**config.mk**
```make
export PLATFORM = sky130hd
export DESIGN_NAME = vtc_top
export DESIGN_NICKNAME = d
export VERILOG_FILES = /design/src/pkg/vtc_pkg.sv /design/src/rtl/vtc_sticky_irq.sv /design/src/rtl/vtc_top.sv /design/src/rtl/vtc_trap_decode.sv
export SDC_FILE = /design/constraint.sdc
export NUM_CORES = 1
export LEC_CHECK = 0
export BUFFER_PORTS_ARGS = -buffer_cell sky130_fd_sc_hd__buf_4
export CORE_ASPECT_RATIO = 0.8
export CORE_MARGIN = 2
export CORE_UTILIZATION = 30
export CTS_CLUSTER_DIAMETER = 100
export CTS_CLUSTER_SIZE = 24
export DETAILED_ROUTE_END_ITERATION = 16
export PLACE_DENSITY = 0.54
export SYNTH_ARGS = -nofsm -noshare
export SYNTH_HDL_FRONTEND = slang
export SYNTH_SLANG_ARGS = --single-unit
```
**constraint.sdc**
```tcl
create_clock -name ref_clk -period 2.8 [get_ports ref_clk]
set_input_delay 0.28 -clock ref_clk [delete_from_list [all_inputs] [get_ports ref_clk]]
set_output_delay 0.28 -clock ref_clk [all_outputs]
set_load 0.01 [all_outputs]
```
**src/pkg/vtc_pkg.sv**
```systemverilog
// Purpose: constants, types and helpers of the legacy video access trap block
// Assumes: APB with 32-bit data; register index = byte address / 4
// Notes:   processor addresses are 20-bit physical addresses from the decode stage
package vtc_pkg;

   // ************************************************************
   // bus geometry
   // ************************************************************
   localparam int              ADDR_W          = 18;
   localparam int              IDX_W           = 16;
   localparam int              PHYS_W          = 20;
   localparam int              RANGE_CNT       = 3;

   // ************************************************************
   // register indexes (byte address is four times the index)
   // ************************************************************
   localparam logic [15:0]     IDX_TRAP_CTRL   = 16'h00B9;
   localparam logic [15:0]     IDX_REGION_MASK = 16'h00BA;
   localparam logic [15:0]     IDX_IRQ_STATUS  = 16'h00C0;
   localparam logic [15:0]     IDX_IRQ_MASK    = 16'h00C1;
   localparam logic [15:0]     IDX_WIN_BASE    = 16'h8100;
   localparam logic [15:0]     IDX_WIN_SIZE    = 16'h0200;
   localparam logic [15:0]     IDX_WRITE_PATH  = 16'h8140;
   localparam logic [15:0]     IDX_READ_PATH   = 16'h8144;
   localparam logic [15:0]     IDX_MEM_BASE    = 16'h8210;
   localparam logic [15:0]     IDX_LATCH       = 16'h8214;

   // ************************************************************
   // field positions
   // ************************************************************
   localparam int              CTRL_A0_BIT     = 0;
   localparam int              CTRL_B0_BIT     = 1;
   localparam int              CTRL_B8_BIT     = 2;
   localparam int              REGION_LSB      = 11;
   localparam int              REGION_MSB      = 15;

   // ************************************************************
   // legacy video ranges
   // ************************************************************
   localparam logic [19:0]     A0_LO           = 20'hA0000;
   localparam logic [19:0]     A0_HI           = 20'hAFFFF;
   localparam logic [19:0]     B0_LO           = 20'hB0000;
   localparam logic [19:0]     B0_HI           = 20'hB7FFF;
   localparam logic [19:0]     B8_LO           = 20'hB8000;
   localparam logic [19:0]     B8_HI           = 20'hBFFFF;

   // ************************************************************
   // values after reset
   // ************************************************************
   localparam logic [2:0]      RST_TRAP_CTRL   = 3'h0;
   localparam logic [31:0]     RST_WORD        = 32'h0000_0000;
   localparam logic [31:0]     RST_READ_PATH   = 32'h0000_0000;

   typedef struct packed {
      logic                    valid;
      logic [PHYS_W-1:0]       addr;
   } vtc_access_t;

   typedef struct packed {
      logic [31:0]             write_path;
      logic [31:0]             read_path;
      logic [31:0]             mem_base;
   } vtc_path_cfg_t;

   typedef struct packed {
      logic                    valid;
      logic [31:0]             data;
   } vtc_latch_load_t;

   function automatic logic in_range(input logic [19:0] a, input logic [19:0] lo, input logic [19:0] hi);
      return (a >= lo) && (a <= hi);
   endfunction

   function automatic logic [31:0] merge_strb(input logic [31:0] old, input logic [31:0] wd,
                                              input logic [3:0] strb);
      logic [31:0] r;
      r = old;
      for (int i = 0; i < 4; i++) begin
         if (strb[i]) r[i*8 +: 8] = wd[i*8 +: 8];
      end
      return r;
   endfunction

endpackage

```
**src/rtl/vtc_sticky_irq.sv**
```systemverilog
// Purpose: sticky event status, mask and level interrupt
// Assumes: clear is write-one-to-clear from the register bus
// Notes:   an event in the clearing cycle keeps its bit set
`timescale 1ns/1ps
module vtc_sticky_irq #(
   parameter int W = 3
) (
   input  wire logic         ref_clk,  // clock
   input  wire logic         reset_n,  // async reset, active low
   input  wire logic [W-1:0] event_in, // one-cycle events
   input  wire logic [W-1:0] clear,    // bits to clear
   input  wire logic [W-1:0] mask,     // interrupt enables
   output logic      [W-1:0] status,   // sticky bits
   output logic              irq       // level interrupt
);
   logic [W-1:0] next_status;

   if (W < 1 || W > 32) begin : g_chk
      $error("vtc_sticky_irq: W must be 1 to 32");
   end

   always_comb begin
      next_status = (status & ~clear) | event_in;
   end

   always_ff @(posedge ref_clk or negedge reset_n) begin
      if (!reset_n) status <= '0;
      else status <= next_status;
   end

   assign irq = |(status & mask);

endmodule // vtc_sticky_irq

```
**src/rtl/vtc_top.sv**
```systemverilog
// Purpose: legacy video access trap configuration and pipeline register window
// Assumes: APB slave, no wait states; access port driven by same-clock decode logic
// Notes:   read data is prepared in the setup cycle and returned in the access cycle
`timescale 1ns/1ps
module vtc_top (
   input  wire logic                         ref_clk,     // 100 MHz clock
   input  wire logic                         reset_n,     // async reset, active low
   input  wire logic                         psel,        // APB select
   input  wire logic                         penable,     // APB enable
   input  wire logic                         pwrite,      // APB direction
   input  wire logic [vtc_pkg::ADDR_W-1:0]   paddr,       // APB byte address
   input  wire logic [31:0]                  pwdata,      // APB write data
   input  wire logic [3:0]                   pstrb,       // APB byte strobes
   output logic      [31:0]                  prdata,      // APB read data
   output logic                              pready,      // APB ready
   output logic                              pslverr,     // APB error
   input  wire vtc_pkg::vtc_access_t         acc,         // decode-stage access
   output logic                              trap_smi,    // trap request, same cycle
   output logic      [2:0]                   trap_range,  // range of the trap
   output logic                              irq,         // level interrupt
   output vtc_pkg::vtc_path_cfg_t            path_cfg,    // pipeline path controls
   input  wire vtc_pkg::vtc_latch_load_t     latch_load,  // latch update from pipeline
   output logic      [31:0]                  latch_value  // display latch
);

   // ************************************************************
   // register state
   // ************************************************************
   logic [2:0]                trap_ctrl;
   logic [31:0]               region_mask;
   logic [2:0]                irq_mask;
   logic [31:0]               write_path;
   logic [31:0]               read_path;
   logic [31:0]               mem_base;
   logic [31:0]               latch;
   logic [31:0]               rdata_q;
   logic                      err_q;
   logic [2:0]                next_trap_ctrl;
   logic [31:0]               next_region_mask;
   logic [2:0]                next_irq_mask;
   logic [31:0]               next_write_path;
   logic [31:0]               next_read_path;
   logic [31:0]               next_mem_base;
   logic [31:0]               next_latch;
   logic [31:0]               next_rdata_q;
   logic                      next_err_q;

   // ************************************************************
   // address decode
   // ************************************************************
   logic [vtc_pkg::IDX_W-1:0] idx;
   logic                      setup_ph;
   logic                      access_ph;
   logic                      in_window;
   logic                      mapped;
   logic                      wr_en;
   logic [31:0]               rd_mux;
   logic [2:0]                irq_status;
   logic [2:0]                irq_clear;

   assign idx       = paddr[vtc_pkg::ADDR_W-1:2];
   assign setup_ph  = psel && !penable;
   assign access_ph = psel && penable;
   // whole pipeline window answers, unused slots read zero
   assign in_window = (idx >= vtc_pkg::IDX_WIN_BASE)
                   && (idx <  vtc_pkg::IDX_WIN_BASE + vtc_pkg::IDX_WIN_SIZE);
   assign mapped    = (paddr[1:0] == 2'h0) && (in_window || idx == vtc_pkg::IDX_TRAP_CTRL
                   || idx == vtc_pkg::IDX_REGION_MASK || idx == vtc_pkg::IDX_IRQ_STATUS
                   || idx == vtc_pkg::IDX_IRQ_MASK);
   assign wr_en     = access_ph && pwrite && mapped;

   always_comb begin
      case (idx)
         vtc_pkg::IDX_TRAP_CTRL:   rd_mux = {29'h0, trap_ctrl};
         vtc_pkg::IDX_REGION_MASK: rd_mux = region_mask;
         vtc_pkg::IDX_IRQ_STATUS:  rd_mux = {29'h0, irq_status};
         vtc_pkg::IDX_IRQ_MASK:    rd_mux = {29'h0, irq_mask};
         vtc_pkg::IDX_WRITE_PATH:  rd_mux = write_path;
         vtc_pkg::IDX_READ_PATH:   rd_mux = read_path;
         vtc_pkg::IDX_MEM_BASE:    rd_mux = mem_base;
         vtc_pkg::IDX_LATCH:       rd_mux = latch;
         default:                  rd_mux = 32'h0000_0000;
      endcase
   end

   // ************************************************************
   // next-state of registers
   // ************************************************************
   always_comb begin
      next_trap_ctrl   = trap_ctrl;
      next_region_mask = region_mask;
      next_irq_mask    = irq_mask;
      next_write_path  = write_path;
      next_read_path   = read_path;
      next_mem_base    = mem_base;
      next_rdata_q     = rdata_q;
      next_err_q       = err_q;
      irq_clear        = 3'h0;
      // pipeline reload of the latch loses to a software write in the same cycle
      next_latch       = latch_load.valid ? latch_load.data : latch;
      if (setup_ph) begin
         next_err_q   = !mapped;
         next_rdata_q = (!pwrite && mapped) ? rd_mux : 32'h0000_0000;
      end
      if (wr_en) begin
         case (idx)
            vtc_pkg::IDX_TRAP_CTRL: begin
               if (pstrb[0]) next_trap_ctrl = pwdata[2:0];
            end
            vtc_pkg::IDX_REGION_MASK: begin
               next_region_mask = vtc_pkg::merge_strb(region_mask, pwdata, pstrb);
            end
            vtc_pkg::IDX_IRQ_STATUS: begin
               if (pstrb[0]) irq_clear = pwdata[2:0];
            end
            vtc_pkg::IDX_IRQ_MASK: begin
               if (pstrb[0]) next_irq_mask = pwdata[2:0];
            end
            vtc_pkg::IDX_WRITE_PATH: begin
               next_write_path = vtc_pkg::merge_strb(write_path, pwdata, pstrb);
            end
            vtc_pkg::IDX_READ_PATH: begin
               next_read_path = vtc_pkg::merge_strb(read_path, pwdata, pstrb);
            end
            vtc_pkg::IDX_MEM_BASE: begin
               next_mem_base = vtc_pkg::merge_strb(mem_base, pwdata, pstrb);
            end
            vtc_pkg::IDX_LATCH: begin
               next_latch = vtc_pkg::merge_strb(latch, pwdata, pstrb);
            end
            default: begin
            end
         endcase
      end
   end

   // undefined-at-reset registers are cleared anyway to keep X out of the pipeline
   always_ff @(posedge ref_clk or negedge reset_n) begin
      if (!reset_n) begin
         trap_ctrl   <= vtc_pkg::RST_TRAP_CTRL;
         region_mask <= vtc_pkg::RST_WORD;
         irq_mask    <= 3'h0;
         write_path  <= vtc_pkg::RST_WORD;
         read_path   <= vtc_pkg::RST_READ_PATH;
         mem_base    <= vtc_pkg::RST_WORD;
         latch       <= vtc_pkg::RST_WORD;
         rdata_q     <= vtc_pkg::RST_WORD;
         err_q       <= 1'b0;
      end else begin
         trap_ctrl   <= next_trap_ctrl;
         region_mask <= next_region_mask;
         irq_mask    <= next_irq_mask;
         write_path  <= next_write_path;
         read_path   <= next_read_path;
         mem_base    <= next_mem_base;
         latch       <= next_latch;
         rdata_q     <= next_rdata_q;
         err_q       <= next_err_q;
      end
   end

   // ************************************************************
   // bus answers and outputs
   // ************************************************************
   assign pready      = access_ph;
   assign pslverr     = access_ph && err_q;
   assign prdata      = rdata_q;
   assign latch_value = latch;
   always_comb begin
      path_cfg.write_path = write_path;
      path_cfg.read_path  = read_path;
      path_cfg.mem_base   = mem_base;
   end

   // ************************************************************
   // trap decision and interrupt
   // ************************************************************
   vtc_trap_decode u_decode (
      .range_en    (trap_ctrl),
      .region_mask (region_mask),
      .acc         (acc),
      .range_hit   (trap_range),
      .trap        (trap_smi)
   );

   vtc_sticky_irq #(
      .W (vtc_pkg::RANGE_CNT)
   ) u_irq (
      .ref_clk  (ref_clk),
      .reset_n  (reset_n),
      .event_in (trap_range),
      .clear    (irq_clear),
      .mask     (irq_mask),
      .status   (irq_status),
      .irq      (irq)
   );

   logic ctrl_written;
   logic read_written;
   logic [4:0] reg_n;
   always_ff @(posedge ref_clk or negedge reset_n) begin
      if (!reset_n) begin
         ctrl_written <= 1'b0;
         read_written <= 1'b0;
      end else begin
         if (wr_en && idx == vtc_pkg::IDX_TRAP_CTRL) ctrl_written <= 1'b1;
         if (wr_en && idx == vtc_pkg::IDX_READ_PATH) read_written <= 1'b1;
      end
   end
   assign reg_n = acc.addr[15:11];
endmodule // vtc_top

```
**src/rtl/vtc_trap_decode.sv**
```systemverilog
// Purpose: range and region decision for one decode-stage access
// Assumes: address is already physical
// Notes:   purely combinational so the trap leaves in the access cycle
`timescale 1ns/1ps
module vtc_trap_decode (
   input  wire logic [2:0]           range_en, // per-range trap enables
   input  wire logic [31:0]          region_mask, // 2 KB region gates of low range
   input  wire vtc_pkg::vtc_access_t acc,      // access from decode stage
   output logic      [2:0]           range_hit, // enabled range that trapped
   output logic                      trap      // any trap
);
   logic [4:0] region;

   always_comb begin
      region = acc.addr[vtc_pkg::REGION_MSB:vtc_pkg::REGION_LSB];
      range_hit = 3'h0;
      // low range needs both enable and region gate
      range_hit[vtc_pkg::CTRL_A0_BIT] = acc.valid && range_en[vtc_pkg::CTRL_A0_BIT]
         && region_mask[region] && vtc_pkg::in_range(acc.addr, vtc_pkg::A0_LO, vtc_pkg::A0_HI);
      range_hit[vtc_pkg::CTRL_B0_BIT] = acc.valid && range_en[vtc_pkg::CTRL_B0_BIT]
         && vtc_pkg::in_range(acc.addr, vtc_pkg::B0_LO, vtc_pkg::B0_HI);
      range_hit[vtc_pkg::CTRL_B8_BIT] = acc.valid && range_en[vtc_pkg::CTRL_B8_BIT]
         && vtc_pkg::in_range(acc.addr, vtc_pkg::B8_LO, vtc_pkg::B8_HI);
      // mask only reaches the output through an enabled range
      trap = |range_hit;
   end

endmodule // vtc_trap_decode

```
==> tab_implementation.tex, run 1 <==
\begin{tabular}{lr}
\hline
Metric & Value \\
\hline
\multicolumn{2}{l}{\textbf{Status}} \\
Status & completed \\
\multicolumn{2}{l}{\textbf{Clock network}} \\
Number of buffers inserted during clock tree synthesis & 12 \\
Insertion delay to the later sink of the worst-skew pair & $\sim$480 ps \\
CTS H-Tree Depth & 1 \\
Clock Sink Count & 202 \\
Clock tree from TritonCTS & built \\
Clk slew on worst S/H paths & $\sim$100 ps \\
Number of buffers on the longest clock path & 3 \\
CTS root buffer & sky130\_fd\_sc\_hd\_\_clkbuf\_16 \\
Post CTS Setup Buffer Count & 0 \\
\multicolumn{2}{l}{\textbf{Worst setup path}} \\
Maximum fanout along the worst path & 3 \\
Slack of the worst reg-to-reg path & between 1000 and 1500 ps \\
Start-to-end type of the worst setup path & register to output port \\
Critical path startpoint & region\_mask[10] \\
Worst Reg-to-Reg Cells & 6 \\
Required time reported for the critical path endpoint & approximately 2500 ps \\
Critical path launch point type & register \\
R2R Path Start & region\_mask[13] \\
Endpoint class of the critical path & output port \\
Capture point of the worst reg-to-reg path & u\_irq.status[0] \\
CP Capture Point & trap\_smi \\
Arrival time of the worst setup path & 2180 ps \\
\multicolumn{2}{l}{\textbf{Flow run}} \\
\# Max-Cap Violations & 0 \\
\multicolumn{2}{l}{\textbf{Global routing}} \\
Global-route wire length before repair & 52100 um \\
Vias in the first global route & between 8000 and 9000 \\
Initial antenna violation count & 3 \\
Global routing usage on met1 & approximately 29\% \\
Global-route total usage across every layer & approximately a fifth \\
Met3 track utilization from global routing & 4.65\% \\
Remaining Overflow, GRT & 0 \\
Global Route met2 Usage & 31.8\% \\
Maximum number of pins on one net before global-route repair & 67 \\
Most crowded layer after global routing & met2 \\
\multicolumn{2}{l}{\textbf{Power}} \\
Power density over the cells & between 400 and 500 nW/um\^{}2 \\
Maximum vdd drop & about 0.34 mV \\
Switching fraction of total power & roughly a quarter \\
Leakage & approximately 6.3 nW \\
Switching power total & between 1 and 1.5 mW \\
Sequential share of power & 54.5\% \\
Combinational cell fraction of total power & a little under a tenth \\
Internal Pwr Total & $\sim$4.1 mW \\
Share of total power in the clock network & between 30\% and 40\% \\
\multicolumn{2}{l}{\textbf{Synth}} \\
Fraction of synthesized area in multiplexers & between 15 and 20\% \\
Number of register bits inferred by synthesis & between 200 and 250 \\
Instance count of the mapped netlist & about 800 \\
Main combinational cell family by area after synthesis & multiplexers \\
Post-synth EDFFs & 0 \\
Proportion of register bits with asynchronous set or reset after synthesis & 100\% \\
Cells taking the most area after synthesis & sky130\_fd\_sc\_hd\_\_dfrtp\_1 52\%, sky130\_fd\_sc\_hd\_\_mux2\_2 15\%, sky130\_fd\_sc\_hd\_\_a22o\_1 3.5\% \\
Mapped Nets & a little over 900 \\
Post-Synth Adder-Cell Area & 0\% \\
XOR/XNOR Fraction of Synth Area & less than 1\% \\
Most common flop cell mapped by yosys & sky130\_fd\_sc\_hd\_\_dfrtp\_1 \\
Compound-gate portion of the synthesized area & 15.3\% \\
Fraction of the mapped netlist area in simple logic gates & 9.92\% \\
Cell taking the most area after synthesis & sky130\_fd\_sc\_hd\_\_dfrtp\_1 \\
Sequential element share of the synthesized area & roughly 52\% \\
Cell variety after synth & between 50 and 60 \\
Area share of the largest cell type after synthesis & approximately half \\
Synthesis Warnings & 0 \\
Total standard cell area after synthesis & about 10000 sq um \\
Post-synthesis area per instance & around 12 sq um \\
\multicolumn{2}{l}{\textbf{Floorplan}} \\
Area of the core & between 30000 and 40000 sq um \\
FP Rows & 58 \\
Die outline height & about 170 um \\
Die width & 205 um \\
Starting density of the core & 30.7\% \\
Number of I/O pins & 280 \\
Die Area & $\sim$34000 sq um \\
\multicolumn{2}{l}{\textbf{Timing}} \\
Slew at the pin closest to its max-slew limit & 1150 ps \\
Max Clk Rate & around 400 MHz \\
Clock period minus worst slack & about 2500 ps \\
Number of endpoints with negative hold slack in the final report & 0 \\
Setup violation total in the final timing report & 0 \\
Number of max-slew violations in the final report & 0 \\
Final TNS setup & 0 ps \\
Final worst clock skew & 12.6 ps \\
Worst rel slew slack & 22.8\% \\
Final Cycle Share & a little under 90\% \\
Unrepaired setup endpoints after global routing & false \\
\multicolumn{2}{l}{\textbf{Finish}} \\
Final standard cell count with taps included and fillers excluded & roughly 1500 \\
Layout cell share with drive strength beyond 1 & 44.7\% \\
Area delta synth->final & 30.7\% \\
Total Nets Final & about 1200 \\
Diodes inserted & 0 \\
\multicolumn{2}{l}{\textbf{Placed design}} \\
Final Wtd Congestion & just over 0.8 \\
Detailed placer's ending HPWL & between 20000 and 25000 um \\
Number of port buffers & about 270 \\
Number of placed instances, taps included & roughly 1500 \\
\multicolumn{2}{l}{\textbf{Routing}} \\
Total number of vias & 7927 \\
Final routed DRC violation total & 0 \\
Total iterations of the first detailed-routing run & 9 \\
Average wire length per cell after detail routing & 23.1 um \\
Count of antenna-violating nets left after detailed routing & 0 \\
Initial DRC Count & a little over 500 \\
Aggregate routed wire length & roughly 35000 um \\
Via density & $\sim$5.3 \\
\multicolumn{2}{l}{\textbf{Min path}} \\
Min-Delay Path Class & input port to register \\
\hline
\end{tabular}
final cells by class:
type                            count  area (sq um)
Inverter                           39           146
Timing Repair Buffer              307          2330
Clock buffer                       13           325
Clock inverter                      2          41.3
Sequential cell                   202          5050
Tap cell                          420           526
Multi-Input combinational cell    515          4290
Fill cell                        3149         18900
synth_stat cells, drive strengths merged, types with 5 or more instances:
| cell | instances |
|---|---|
| a22o | 39 |
| o22ai | 36 |
| dfrtp | 202 |
| and3b | 7 |
| inv | 39 |
| nor2b | 5 |
| and3 | 8 |
| nand2 | 59 |
| o21ai | 51 |
| nand3 | 17 |
| nor4 | 5 |
| nor2 | 7 |
| buf | 34 |
| mux2i | 19 |
| a31oi | 32 |
| clkbuf | 21 |
| a21oi | 7 |
| mux2 | 136 |
| a222oi | 29 |
| nor3 | 12 |
metrics by stage:
step / total power, mW / cell area [sq um] / worst slack (ps) / hold slack [ps] / utilization (%)
5_1_grt: 5.69 / 12700 / 205 / 65.0 / 40.2
6_report: 5.48 / 12700 / 338 / 65.8 / 40.2
2_1_floorplan: 3.21 / 9730 / 781 / -15.6 / -
3_5_place_dp: 3.58 / 12300 / 269 / 338 / 39.0
3_3_place_gp: 3.57 / 12300 / 325 / 345 / 39.0
4_1_cts: 5.55 / 12700 / 324 / 48.7 / 40.2
worst max-delay path, stage by stage, from the launching register on:
cell and delay, ps:
sky130_fd_sc_hd__dfrtp_1 400, sky130_fd_sc_hd__mux2i_1 130, sky130_fd_sc_hd__mux4_2 490, sky130_fd_sc_hd__a211oi_1 250, sky130_fd_sc_hd__o31ai_1 90, sky130_fd_sc_hd__buf_4 170
sky130_fd_sc_hd__nand2_1 50, sky130_fd_sc_hd__buf_4 110
registers in the layout, indices dropped and copies added, names as in the netlist:
| name | count |
|---|---|
| read_path | 32 |
| prdata | 32 |
| u_irq.status | 3 |
| err_q | 1 |
| latch_value | 32 |
| trap_ctrl | 3 |
| region_mask | 32 |
| mem_base | 32 |
| irq_mask | 3 |
| write_path | 32 |
power groups by stage:
| stage | Sequential (mW) | Combinational [mW] | Clock, mW |
|---|---|---|---|
| 4_1_cts | 2.99 | 0.536 | 2.03 |
| 5_1_grt | 2.99 | 0.580 | 2.12 |
| 3_5_place_dp | 3.04 | 0.533 | 0 |
| 6_report | 2.99 | 0.528 | 1.96 |
| 2_1_floorplan | 3.06 | 0.154 | 0 |
| 3_3_place_gp | 3.04 | 0.529 | 0 |
kinds of logic (layout without fill, tap and decap cells):
| kind of cell | Yosys count | in the layout |
|---|---|---|
| buf+inv | 94 | 361 |
| mux | 158 | 158 |
| flops | 202 | 202 |
| xor+xnor | 2 | 2 |
| simple gates | 143 | 143 |
| compound gates | 212 | 212 |
layer usage:
layer  vias up  share of wire (%)
met4         6                1.3
met5         -              0.098
met2       267                 45
met1      4036                 46
li1       3589                  -
met3        29                7.6
placed cells by master (no fill, tap or decap), types with 2 or more instances in the layout:
master | synthesis | layout
sky130_fd_sc_hd__a222oi_1 | 29 | 29
sky130_fd_sc_hd__mux2_2 | 133 | 133
sky130_fd_sc_hd__and4b_1 | 2 | 2
sky130_fd_sc_hd__nand4_1 | 3 | 3
sky130_fd_sc_hd__o21ai_1 | 2 | 2
sky130_fd_sc_hd__nor3_4 | 8 | 8
sky130_fd_sc_hd__and4bb_2 | 2 | 2
sky130_fd_sc_hd__o21ai_0 | 49 | 48
sky130_fd_sc_hd__nand2b_1 | 3 | 2
sky130_fd_sc_hd__inv_1 | 39 | 39
sky130_fd_sc_hd__a21oi_1 | 7 | 7
sky130_fd_sc_hd__nor2_1 | 7 | 7
sky130_fd_sc_hd__nand2_1 | 59 | 59
sky130_fd_sc_hd__nor4_1 | 3 | 3
sky130_fd_sc_hd__dfrtp_1 | 202 | 202
sky130_fd_sc_hd__a31oi_1 | 32 | 32
sky130_fd_sc_hd__nand3_4 | 5 | 5
sky130_fd_sc_hd__buf_4 | 6 | 304
sky130_fd_sc_hd__mux2i_1 | 19 | 19
sky130_fd_sc_hd__nor4_4 | 2 | 2
sky130_fd_sc_hd__and3b_1 | 7 | 7
sky130_fd_sc_hd__o211ai_1 | 2 | 2
sky130_fd_sc_hd__xor2_1 | 2 | 2
sky130_fd_sc_hd__nor3_1 | 3 | 3
sky130_fd_sc_hd__and4_1 | 3 | 3
sky130_fd_sc_hd__nand3b_1 | 2 | 2
sky130_fd_sc_hd__mux2_1 | 3 | 3
sky130_fd_sc_hd__o22ai_1 | 36 | 36
sky130_fd_sc_hd__clkbuf_16 | 0 | 13
sky130_fd_sc_hd__and3_1 | 8 | 8
sky130_fd_sc_hd__nand3_1 | 10 | 10
sky130_fd_sc_hd__nor2b_1 | 5 | 5
sky130_fd_sc_hd__a211oi_1 | 3 | 3
sky130_fd_sc_hd__nand3_2 | 2 | 2
sky130_fd_sc_hd__and2_1 | 4 | 4
sky130_fd_sc_hd__a22o_1 | 39 | 39
sky130_fd_sc_hd__a22oi_1 | 4 | 4
sky130_fd_sc_hd__mux4_2 | 3 | 3
sky130_fd_sc_hd__a21o_1 | 3 | 3
worst min-delay path by stage:
stage / slack (ps) / depth (start not counted) / endpoint / start
3_3_place_gp: 340 / 1 / prdata[0] / reset_n
2_1_floorplan: -20 / 0 / err_q / reset_n
4_1_cts: 50 / 2 / write_path[6] / pwdata[6]
3_5_place_dp: 340 / 1 / prdata[0] / reset_n
6_report: 70 / 2 / write_path[6] / pwdata[6]
5_1_grt: 70 / 2 / write_path[9] / pwdata[9]
timing repair:
item | 4_1_cts | 5_1_grt
hold endpoints to repair | 61 | 0
hold buffers | 1 | 0
resized for setup | 0 | 0
(Power assumes the default switching activity.)
==> run 2: changes to the inputs <==
CORE_UTILIZATION = 51   (was 30)
CTS_CLUSTER_SIZE = 28   (was 24)
PLACE_DENSITY = 0.82   (was 0.54)
==> run 2 against run 1 <==
Effect of this change: clock skew up 14 ps; register-to-register slack barely moved; flip-flop and latch count did not move; final cell count is 12% lower; maximum frequency up 0.33%; die area fell by 40%; critical path depth did not move; via count rose by 1.1%.
==> tab_implementation.tex, run 2 (synthesis gave the netlist of run 1 again) <==
\begin{tabular}{lr}
\hline
Metric & Value \\
\hline
\multicolumn{2}{l}{\textbf{Placed design}} \\
Area after DPL & 12000 sq um (-2.4\%) \\
Detailed placer's ending HPWL & 21300 um (-15\%) \\
Final Wtd Congestion & 0.942 (+16\%) \\
Number of placed instances, taps included & 1305 (-12\%) \\
Number of port buffers & 268 (unchanged) \\
\multicolumn{2}{l}{\textbf{Routing}} \\
Total iterations of the first detailed-routing run & 6 (-3) \\
Via density & 6.08 (+15\%) \\
Average wire length per cell after detail routing & 22.4 um (-2.9\%) \\
Final routed DRC violation total & 0 (unchanged) \\
Aggregate routed wire length & 29600 um (-15\%) \\
Total number of vias & 8012 (+1.1\%) \\
Count of antenna-violating nets left after detailed routing & 0 (unchanged) \\
Initial DRC Count & 608 (+18\%) \\
\multicolumn{2}{l}{\textbf{Clock network}} \\
Clock Sink Count & 202 (unchanged) \\
Number of buffers inserted during clock tree synthesis & 11 (-1) \\
CTS H-Tree Depth & 1 (unchanged) \\
Number of buffers on the longest clock path & 3 (unchanged) \\
Clock tree from TritonCTS & built \\
Clk slew on worst S/H paths & 110 ps (about the same) \\
Insertion delay to the later sink of the worst-skew pair & 470 ps (about the same) \\
CTS root buffer & sky130\_fd\_sc\_hd\_\_clkbuf\_16 \\
Post CTS Setup Buffer Count & 0 (unchanged) \\
\multicolumn{2}{l}{\textbf{Timing}} \\
Worst rel slew slack & 54.5\% (+32 points) \\
Number of endpoints with negative hold slack in the final report & 0 (unchanged) \\
Clock period minus worst slack & 2450 ps (-8.18 ps) \\
Unrepaired setup endpoints after global routing & false \\
Number of max-slew violations in the final report & 0 (unchanged) \\
Slew at the pin closest to its max-slew limit & 680 ps (-473 ps) \\
Final worst clock skew & 26.1 ps (+13.5 ps) \\
Setup violation total in the final timing report & 0 (unchanged) \\
Max Clk Rate & 408 MHz (+0.33\%) \\
Worst slack on hold paths & 62.5 ps (-3.23 ps) \\
Final Cycle Share & 87.6\% (-0.29 points) \\
Final TNS setup & 0 ps (unchanged) \\
\multicolumn{2}{l}{\textbf{Finish}} \\
Post-route core utilization & 65.5\% (+25 points) \\
Area delta synth->final & 27.0\% \\
Design Area, Final & 12400 sq um (-2.8\%) \\
Final standard cell count with taps included and fillers excluded & 1318 (-12\%) \\
Commonest non-fill, non-tap cells in the layout & 287 x sky130\_fd\_sc\_hd\_\_buf\_4, 202 x sky130\_fd\_sc\_hd\_\_dfrtp\_1, 133 x sky130\_fd\_sc\_hd\_\_mux2\_2 \\
Diodes inserted & 0 (unchanged) \\
Total Nets Final & 1174 (-1.3\%) \\
Layout cell share with drive strength beyond 1 & 43.8\% (-0.94 points) \\
Most frequent standard cell in the layout excluding fill and tap cells & sky130\_fd\_sc\_hd\_\_buf\_4 \\
\multicolumn{2}{l}{\textbf{Worst setup path}} \\
Most common cell on crit path & sky130\_fd\_sc\_hd\_\_buf\_4 \\
Capture point of the worst reg-to-reg path & u\_irq.status[0] \\
Master of the slowest instance on the critical path & sky130\_fd\_sc\_hd\_\_mux4\_2 \\
Required time reported for the critical path endpoint & 2520 ps (about the same) \\
Worst Reg-to-Reg Cells & 6 (unchanged) \\
Peak per-stage delay on the critical path & 500 ps (about the same) \\
Ordered list of cells on the worst path & mux4\_2 > nor2\_1 > a211oi\_1 > o31ai\_1 > buf\_4 > nand2\_1 > buf\_4 \\
Critical path launch point type & register \\
Maximum fanout along the worst path & 3 (unchanged) \\
Slack of the worst reg-to-reg path & 1110 ps (about the same) \\
Endpoint class of the critical path & output port \\
Arrival time of the worst setup path & 2170 ps (about the same) \\
R2R Path Start & region\_mask[14] \\
Start-to-end type of the worst setup path & register to output port \\
\multicolumn{2}{l}{\textbf{Power}} \\
Leakage & 6.25 nW (-1.6\%) \\
Power density over the cells & 421 nW/um\^{}2 (-2.4\%) \\
Switching power total & 1.28 mW (-5.6\%) \\
Share of total power in the clock network & 32.6\% (-3.2 points) \\
Switching fraction of total power & 24.7\% (-0.12 points) \\
Maximum vdd drop & 0.632 mV (+86\%) \\
Internal Pwr Total & 3.91 mW (-5.0\%) \\
Sequential share of power & 57.5\% (+3.0 points) \\
Combinational cell fraction of total power & 9.9\% (+0.3 points) \\
\multicolumn{2}{l}{\textbf{Global routing}} \\
Vias in the first global route & 8141 (+0.44\%) \\
Global-route wire length before repair & 45600 um (-13\%) \\
Remaining Overflow, GRT & 0 (unchanged) \\
Global-route total usage across every layer & 29.2\% (+8.8 points) \\
Initial antenna violation count & 0 (-3) \\
Maximum number of pins on one net before global-route repair & 77 (+15\%) \\
\multicolumn{2}{l}{\textbf{Min path}} \\
Capture endpoint of the worst hold path & err\_q \\
Min-delay src & paddr[1] \\
Worst Hold Depth & 2 (unchanged) \\
Min-Delay Path Class & input port to register \\
\multicolumn{2}{l}{\textbf{Status}} \\
Status & completed \\
\multicolumn{2}{l}{\textbf{Floorplan}} \\
Die Area & 20200 sq um (-40\%) \\
Area of the core & 18900 sq um (-40\%) \\
Starting density of the core & 51.6\% (+21 points) \\
FP Rows & 45 (-22\%) \\
Die outline height & 128 um (-23\%) \\
Number of I/O pins & 280 (unchanged) \\
Die width & 158 um (-23\%) \\
\multicolumn{2}{l}{\textbf{Flow run}} \\
\# Max-Cap Violations & 0 (unchanged) \\
\hline
\end{tabular}
[run 2: final cells by class]
cell class | count | area, sq um
fill | 1470 | 6510
sequential | 202 | 5050
tap | 258 | 323
inverter | 39 | 146
clock buffer | 11 | 275
clock inverter | 1 | 30.0
multi-input combinational | 515 | 4280
timing repair buffer | 292 | 2240
[run 2: worst max-delay path, delay by kind of cell, from the launching register on]
| family | cells | cell delay [ps] |
|---|---|---|
| buffers and inverters | 2 | 320 |
| and+or+nand+nor | 2 | 200 |
| DFF | 1 | 420 |
| muxes | 1 | 500 |
| AOI/OAI and AO/OA | 2 | 260 |
[run 2: through the flow]
stage	setup WS, ps	total power, mW
final	346	5.20
after global routing	242	5.37
after CTS	340	5.22
after detailed placement	237	3.55
after global placement	281	3.55
after floorplan	781	3.21
[run 2: metal layers]
layer | track usage, % | routed length (um) | up-vias
li1 | - | - | 3559
met1 | 39.6 | 12200 | 4021
met2 | 48.2 | 14000 | 377
met3 | 6.31 | 2670 | 55
met4 | 7.37 | 663 | 0
met5 | 0 | 0 | -
[run 2: how the worst max path moves through the flow]
stage / startpoint / depth (start not counted) / to / slack, ps
floorplan: paddr[3] / 8 / read_path[0] / 780
global placement: paddr[13] / 6 / read_path[15] / 280
detailed placement: paddr[13] / 6 / read_path[13] / 240
CTS: region_mask[14] / 7 / trap_smi / 340
global route: region_mask[7] / 7 / trap_smi / 240
finish: region_mask[14] / 7 / trap_smi / 350
[run 2: what timing repair did]
item	in CTS	in global routing
hold endpoints to repair	74	0
resized for setup	0	0
hold buffers	1	0
[run 2: power groups by stage]
| stage | clock network, mW | registers (mW) | logic (mW) |
|---|---|---|---|
| after floorplan | 0 | 3.06 | 0.154 |
| after global placement | 0 | 3.04 | 0.503 |
| after detailed placement | 0 | 3.04 | 0.511 |
| after CTS | 1.72 | 2.99 | 0.514 |
| after global routing | 1.82 | 2.99 | 0.556 |
| final | 1.70 | 2.99 | 0.512 |
==> run 3: changes to the inputs <==
ABC_AREA = 1   (was unset)
PLACE_DENSITY = 0.81   (was 0.82)
==> run 3 against run 2 <==
Effect of this change: clock-buffer cell count unchanged; maximum frequency rose by 12%; synthesized cell count is 82% higher; critical path depth rose by 2; flip-flop and latch count did not move; worst hold slack got worse by 18 ps; register-to-register slack gained 300 ps; sequential share of layout area is 2.6 points lower; critical path type unchanged; critical endpoint unchanged.
==> tab_implementation.tex, run 3 <==
\begin{tabular}{lr}
\hline
Metric & Value \\
\hline
\multicolumn{2}{l}{\textbf{Timing}} \\
Final TNS setup & 0 ps (unchanged) \\
Number of endpoints with negative hold slack in the final report & 0 (unchanged) \\
Slew at the pin closest to its max-slew limit & 870 ps (+190 ps) \\
Max Clk Rate & 458 MHz (+12\%) \\
Number of max-slew violations in the final report & 0 (unchanged) \\
Least setup slack across all paths after layout & 616 ps (+270 ps) \\
Unrepaired setup endpoints after global routing & false \\
Final Cycle Share & 78.0\% (-9.6 points) \\
Setup violation total in the final timing report & 0 (unchanged) \\
Worst rel slew slack & 41.9\% (-13 points) \\
Final worst clock skew & 31.3 ps (+5.16 ps) \\
Clock period minus worst slack & 2180 ps (-270 ps) \\
\multicolumn{2}{l}{\textbf{Global routing}} \\
Global-route wire length before repair & 56200 um (+23\%) \\
Remaining Overflow, GRT & 0 (unchanged) \\
Vias in the first global route & 10300 (+27\%) \\
Maximum number of pins on one net before global-route repair & 71 (-7.8\%) \\
Initial antenna violation count & 0 (unchanged) \\
Global-route total usage across every layer & 33.0\% (+3.8 points) \\
\multicolumn{2}{l}{\textbf{Worst setup path}} \\
Endpoint class of the critical path & output port \\
Master of the slowest instance on the critical path & sky130\_fd\_sc\_hd\_\_dfrtp\_1 \\
Start-to-end type of the worst setup path & register to output port \\
Arrival time of the worst setup path & 1900 ps (-270 ps) \\
CP delay by family, top & simple AND/OR/NAND/NOR gates \\
Ordered list of cells on the worst path & nor2\_1 > nor2\_1 > o21ai\_0 > o211ai\_1 > nand3\_1 > nand3\_1 > nand3\_1 > nand2\_1 > buf\_4 \\
Most common cell on crit path & sky130\_fd\_sc\_hd\_\_nand3\_1 \\
Critical path launch point type & register \\
Crit. path cell count & 9 (+2) \\
Maximum fanout along the worst path & 3 (unchanged) \\
Required time reported for the critical path endpoint & 2520 ps (about the same) \\
Number of buffer and inverter stages on the critical path & 1 (-1) \\
Worst Reg-to-Reg Cells & 8 (+2) \\
Peak per-stage delay on the critical path & 420 ps (-80 ps) \\
Slack of the worst reg-to-reg path & 1410 ps (+300 ps) \\
\multicolumn{2}{l}{\textbf{Floorplan}} \\
FP Rows & 46 (+2.2\%) \\
Starting density of the core & 52.5\% (+0.92 points) \\
Number of I/O pins & 280 (unchanged) \\
Area of the core & 20000 sq um (+6.2\%) \\
Die outline height & 132 um (+3.8\%) \\
Die width & 165 um (+3.9\%) \\
Die Area & 21800 sq um (+7.9\%) \\
\multicolumn{2}{l}{\textbf{Routing}} \\
Via density & 5.51 (-9.4\%) \\
Initial DRC Count & 1096 (+80\%) \\
Total number of vias & 11000 (+38\%) \\
Count of antenna-violating nets left after detailed routing & 0 (unchanged) \\
Aggregate routed wire length & 36100 um (+22\%) \\
Total iterations of the first detailed-routing run & 6 (unchanged) \\
Average wire length per cell after detail routing & 18.1 um (-19\%) \\
Final routed DRC violation total & 0 (unchanged) \\
\multicolumn{2}{l}{\textbf{Synth}} \\
Area share of the largest cell type after synthesis & 48.1\% (-3.9 points) \\
Post-synthesis area per instance & 7.10 sq um (-41\%) \\
Most common flop cell mapped by yosys & sky130\_fd\_sc\_hd\_\_dfrtp\_1 \\
Fraction of synthesized area in multiplexers & 3.05\% (-15 points) \\
Instance count of the mapped netlist & 1480 (+82\%) \\
XOR/XNOR Fraction of Synth Area & 0\% (-0.18 points) \\
Fraction of the mapped netlist area in simple logic gates & 42.4\% (+32 points) \\
Cells taking the most area after synthesis & sky130\_fd\_sc\_hd\_\_dfrtp\_1 48\%, sky130\_fd\_sc\_hd\_\_nand2\_1 30\%, sky130\_fd\_sc\_hd\_\_nand3\_1 5.4\% \\
Main combinational cell family by area after synthesis & simple AND/OR/NAND/NOR gates \\
Synthesis Warnings & 0 (unchanged) \\
Cell taking the most area after synthesis & sky130\_fd\_sc\_hd\_\_dfrtp\_1 \\
Mapped Nets & 1593 (+72\%) \\
Sequential element share of the synthesized area & 48.1\% (-3.9 points) \\
Post-synth EDFFs & 0 (unchanged) \\
Cell variety after synth & 30 (-41\%) \\
Post-Synth Adder-Cell Area & 0\% (unchanged) \\
Post-synth top cells & 849 x sky130\_fd\_sc\_hd\_\_nand2\_1, 202 x sky130\_fd\_sc\_hd\_\_dfrtp\_1, 113 x sky130\_fd\_sc\_hd\_\_nand3\_1 \\
Compound-gate portion of the synthesized area & 1.77\% (-14 points) \\
Proportion of register bits with asynchronous set or reset after synthesis & 100\% (unchanged) \\
Total standard cell area after synthesis & 10500 sq um (+8.1\%) \\
Most frequent cell after synthesis & sky130\_fd\_sc\_hd\_\_nand2\_1 \\
Number of register bits inferred by synthesis & 202 (unchanged) \\
\multicolumn{2}{l}{\textbf{Clock network}} \\
Clock Sink Count & 202 (unchanged) \\
CTS H-Tree Depth & 1 (unchanged) \\
Post CTS Setup Buffer Count & 0 (unchanged) \\
Gates resized, CTS repair & 0 (unchanged) \\
Clock tree from TritonCTS & built \\
Number of buffers inserted during clock tree synthesis & 11 (unchanged) \\
Number of buffers on the longest clock path & 3 (unchanged) \\
Clk slew on worst S/H paths & 120 ps (about the same) \\
CTS root buffer & sky130\_fd\_sc\_hd\_\_clkbuf\_16 \\
CTS hold repair buffers & 1 (unchanged) \\
Insertion delay to the later sink of the worst-skew pair & 470 ps (about the same) \\
\multicolumn{2}{l}{\textbf{Finish}} \\
Most frequent standard cell in the layout excluding fill and tap cells & sky130\_fd\_sc\_hd\_\_nand2\_1 \\
Area delta synth->final & 25.6\% \\
Commonest non-fill, non-tap cells in the layout & 849 x sky130\_fd\_sc\_hd\_\_nand2\_1, 292 x sky130\_fd\_sc\_hd\_\_buf\_4, 202 x sky130\_fd\_sc\_hd\_\_dfrtp\_1 \\
Number of inserted filler cells in the final layout & 1764 (+20\%) \\
Total Nets Final & 1850 (+58\%) \\
Layout cell share with drive strength beyond 1 & 19.6\% (-24 points) \\
Diodes inserted & 0 (unchanged) \\
\multicolumn{2}{l}{\textbf{Power}} \\
Maximum vdd drop & 0.314 mV (-50\%) \\
Post-route total power & 5.31 mW (+2.2\%) \\
Leakage & 7.43 nW (+19\%) \\
Power density over the cells & 402 nW/um\^{}2 (-4.4\%) \\
\multicolumn{2}{l}{\textbf{Placed design}} \\
Placement-stage worst setup slack & 435 ps (+198 ps) \\
Number of port buffers & 268 (unchanged) \\
Detailed placer's ending HPWL & 25800 um (+21\%) \\
Final Wtd Congestion & 0.885 (-6.1\%) \\
\multicolumn{2}{l}{\textbf{Flow run}} \\
\# Max-Cap Violations & 0 (unchanged) \\
\multicolumn{2}{l}{\textbf{Min path}} \\
Min-Delay Path Class & input port to register \\
Worst Hold Depth & 3 (+1) \\
\multicolumn{2}{l}{\textbf{Status}} \\
Status & completed \\
\hline
\end{tabular}
[run 3: changes by cell type in the layout (fill, tap and decap cells not counted), moves of 35 or more]
cell	previous run	this run
sky130_fd_sc_hd__mux2_2	133	0
sky130_fd_sc_hd__nand3_1	10	113
sky130_fd_sc_hd__a22o_1	39	0
sky130_fd_sc_hd__nor2_1	7	57
sky130_fd_sc_hd__nand2_1	59	849
sky130_fd_sc_hd__o22ai_1	36	1
[run 3: final cells by class]
class / instances / area (sq um) / share of cell area (%)
inverters: 70 / 263 / 1.99
clock buffers: 11 / 275 / 2.09
repair buffers: 297 / 2280 / 17.2
well taps: 264 / 330 / 2.50
multi-input cells: 1155 / 4970 / 37.7
flip-flops and latches: 202 / 5050 / 38.3
clock inverters: 1 / 30.0 / 0.228
[run 3: worst paths after layout]
| kind | from | to |
|---|---|---|
| setup / recovery | region_mask[18] | trap_smi |
| hold / removal | pwdata[8] | read_path[8] |
| setup reg to reg | region_mask[18] | u_irq.status[0] |
| hold reg to reg | trap_ctrl[0] | trap_ctrl[0] |
| max in group asynchronous | reset_n | mem_base[6] |
| min in group asynchronous | reset_n | latch_value[10] |
[run 3: layer usage]
layer	global-route usage [%]	up-vias	share of wire, %
li1	-	5130	-
met1	47.8	5163	41
met2	52.6	656	46
met3	4.42	71	10
met4	8.55	0	2.5
met5	0	-	0
[run 3: cell families after synthesis]
group | count (synthesis)
mux | 32
flops | 202
simple gates | 1090
compound gates | 33
buf+inv | 123
[run 3: worst min-delay path, stage by stage]
cell                      delay (ps)
sky130_fd_sc_hd__buf_4           110
sky130_fd_sc_hd__nand2_1          50
sky130_fd_sc_hd__nand2_1          50
[run 3: metrics by stage]
step	std cells	utilization, %	hold slack, ps	instance area, sq um
2_1_floorplan	1480	-	-15.6	10500
3_3_place_gp	1987	64.3	319	12900
3_5_place_dp	1987	64.3	320	12900
4_1_cts	2000	65.9	33.3	13200
5_1_grt	2000	65.9	35.2	13200
6_report	2000	65.9	44.5	13200
[run 3: where the power goes]
group,internal (mW),switching [mW]
clock,0.735,0.976
sequential,2.96,0.0605
combinational,0.238,0.336
total,3.94,1.37
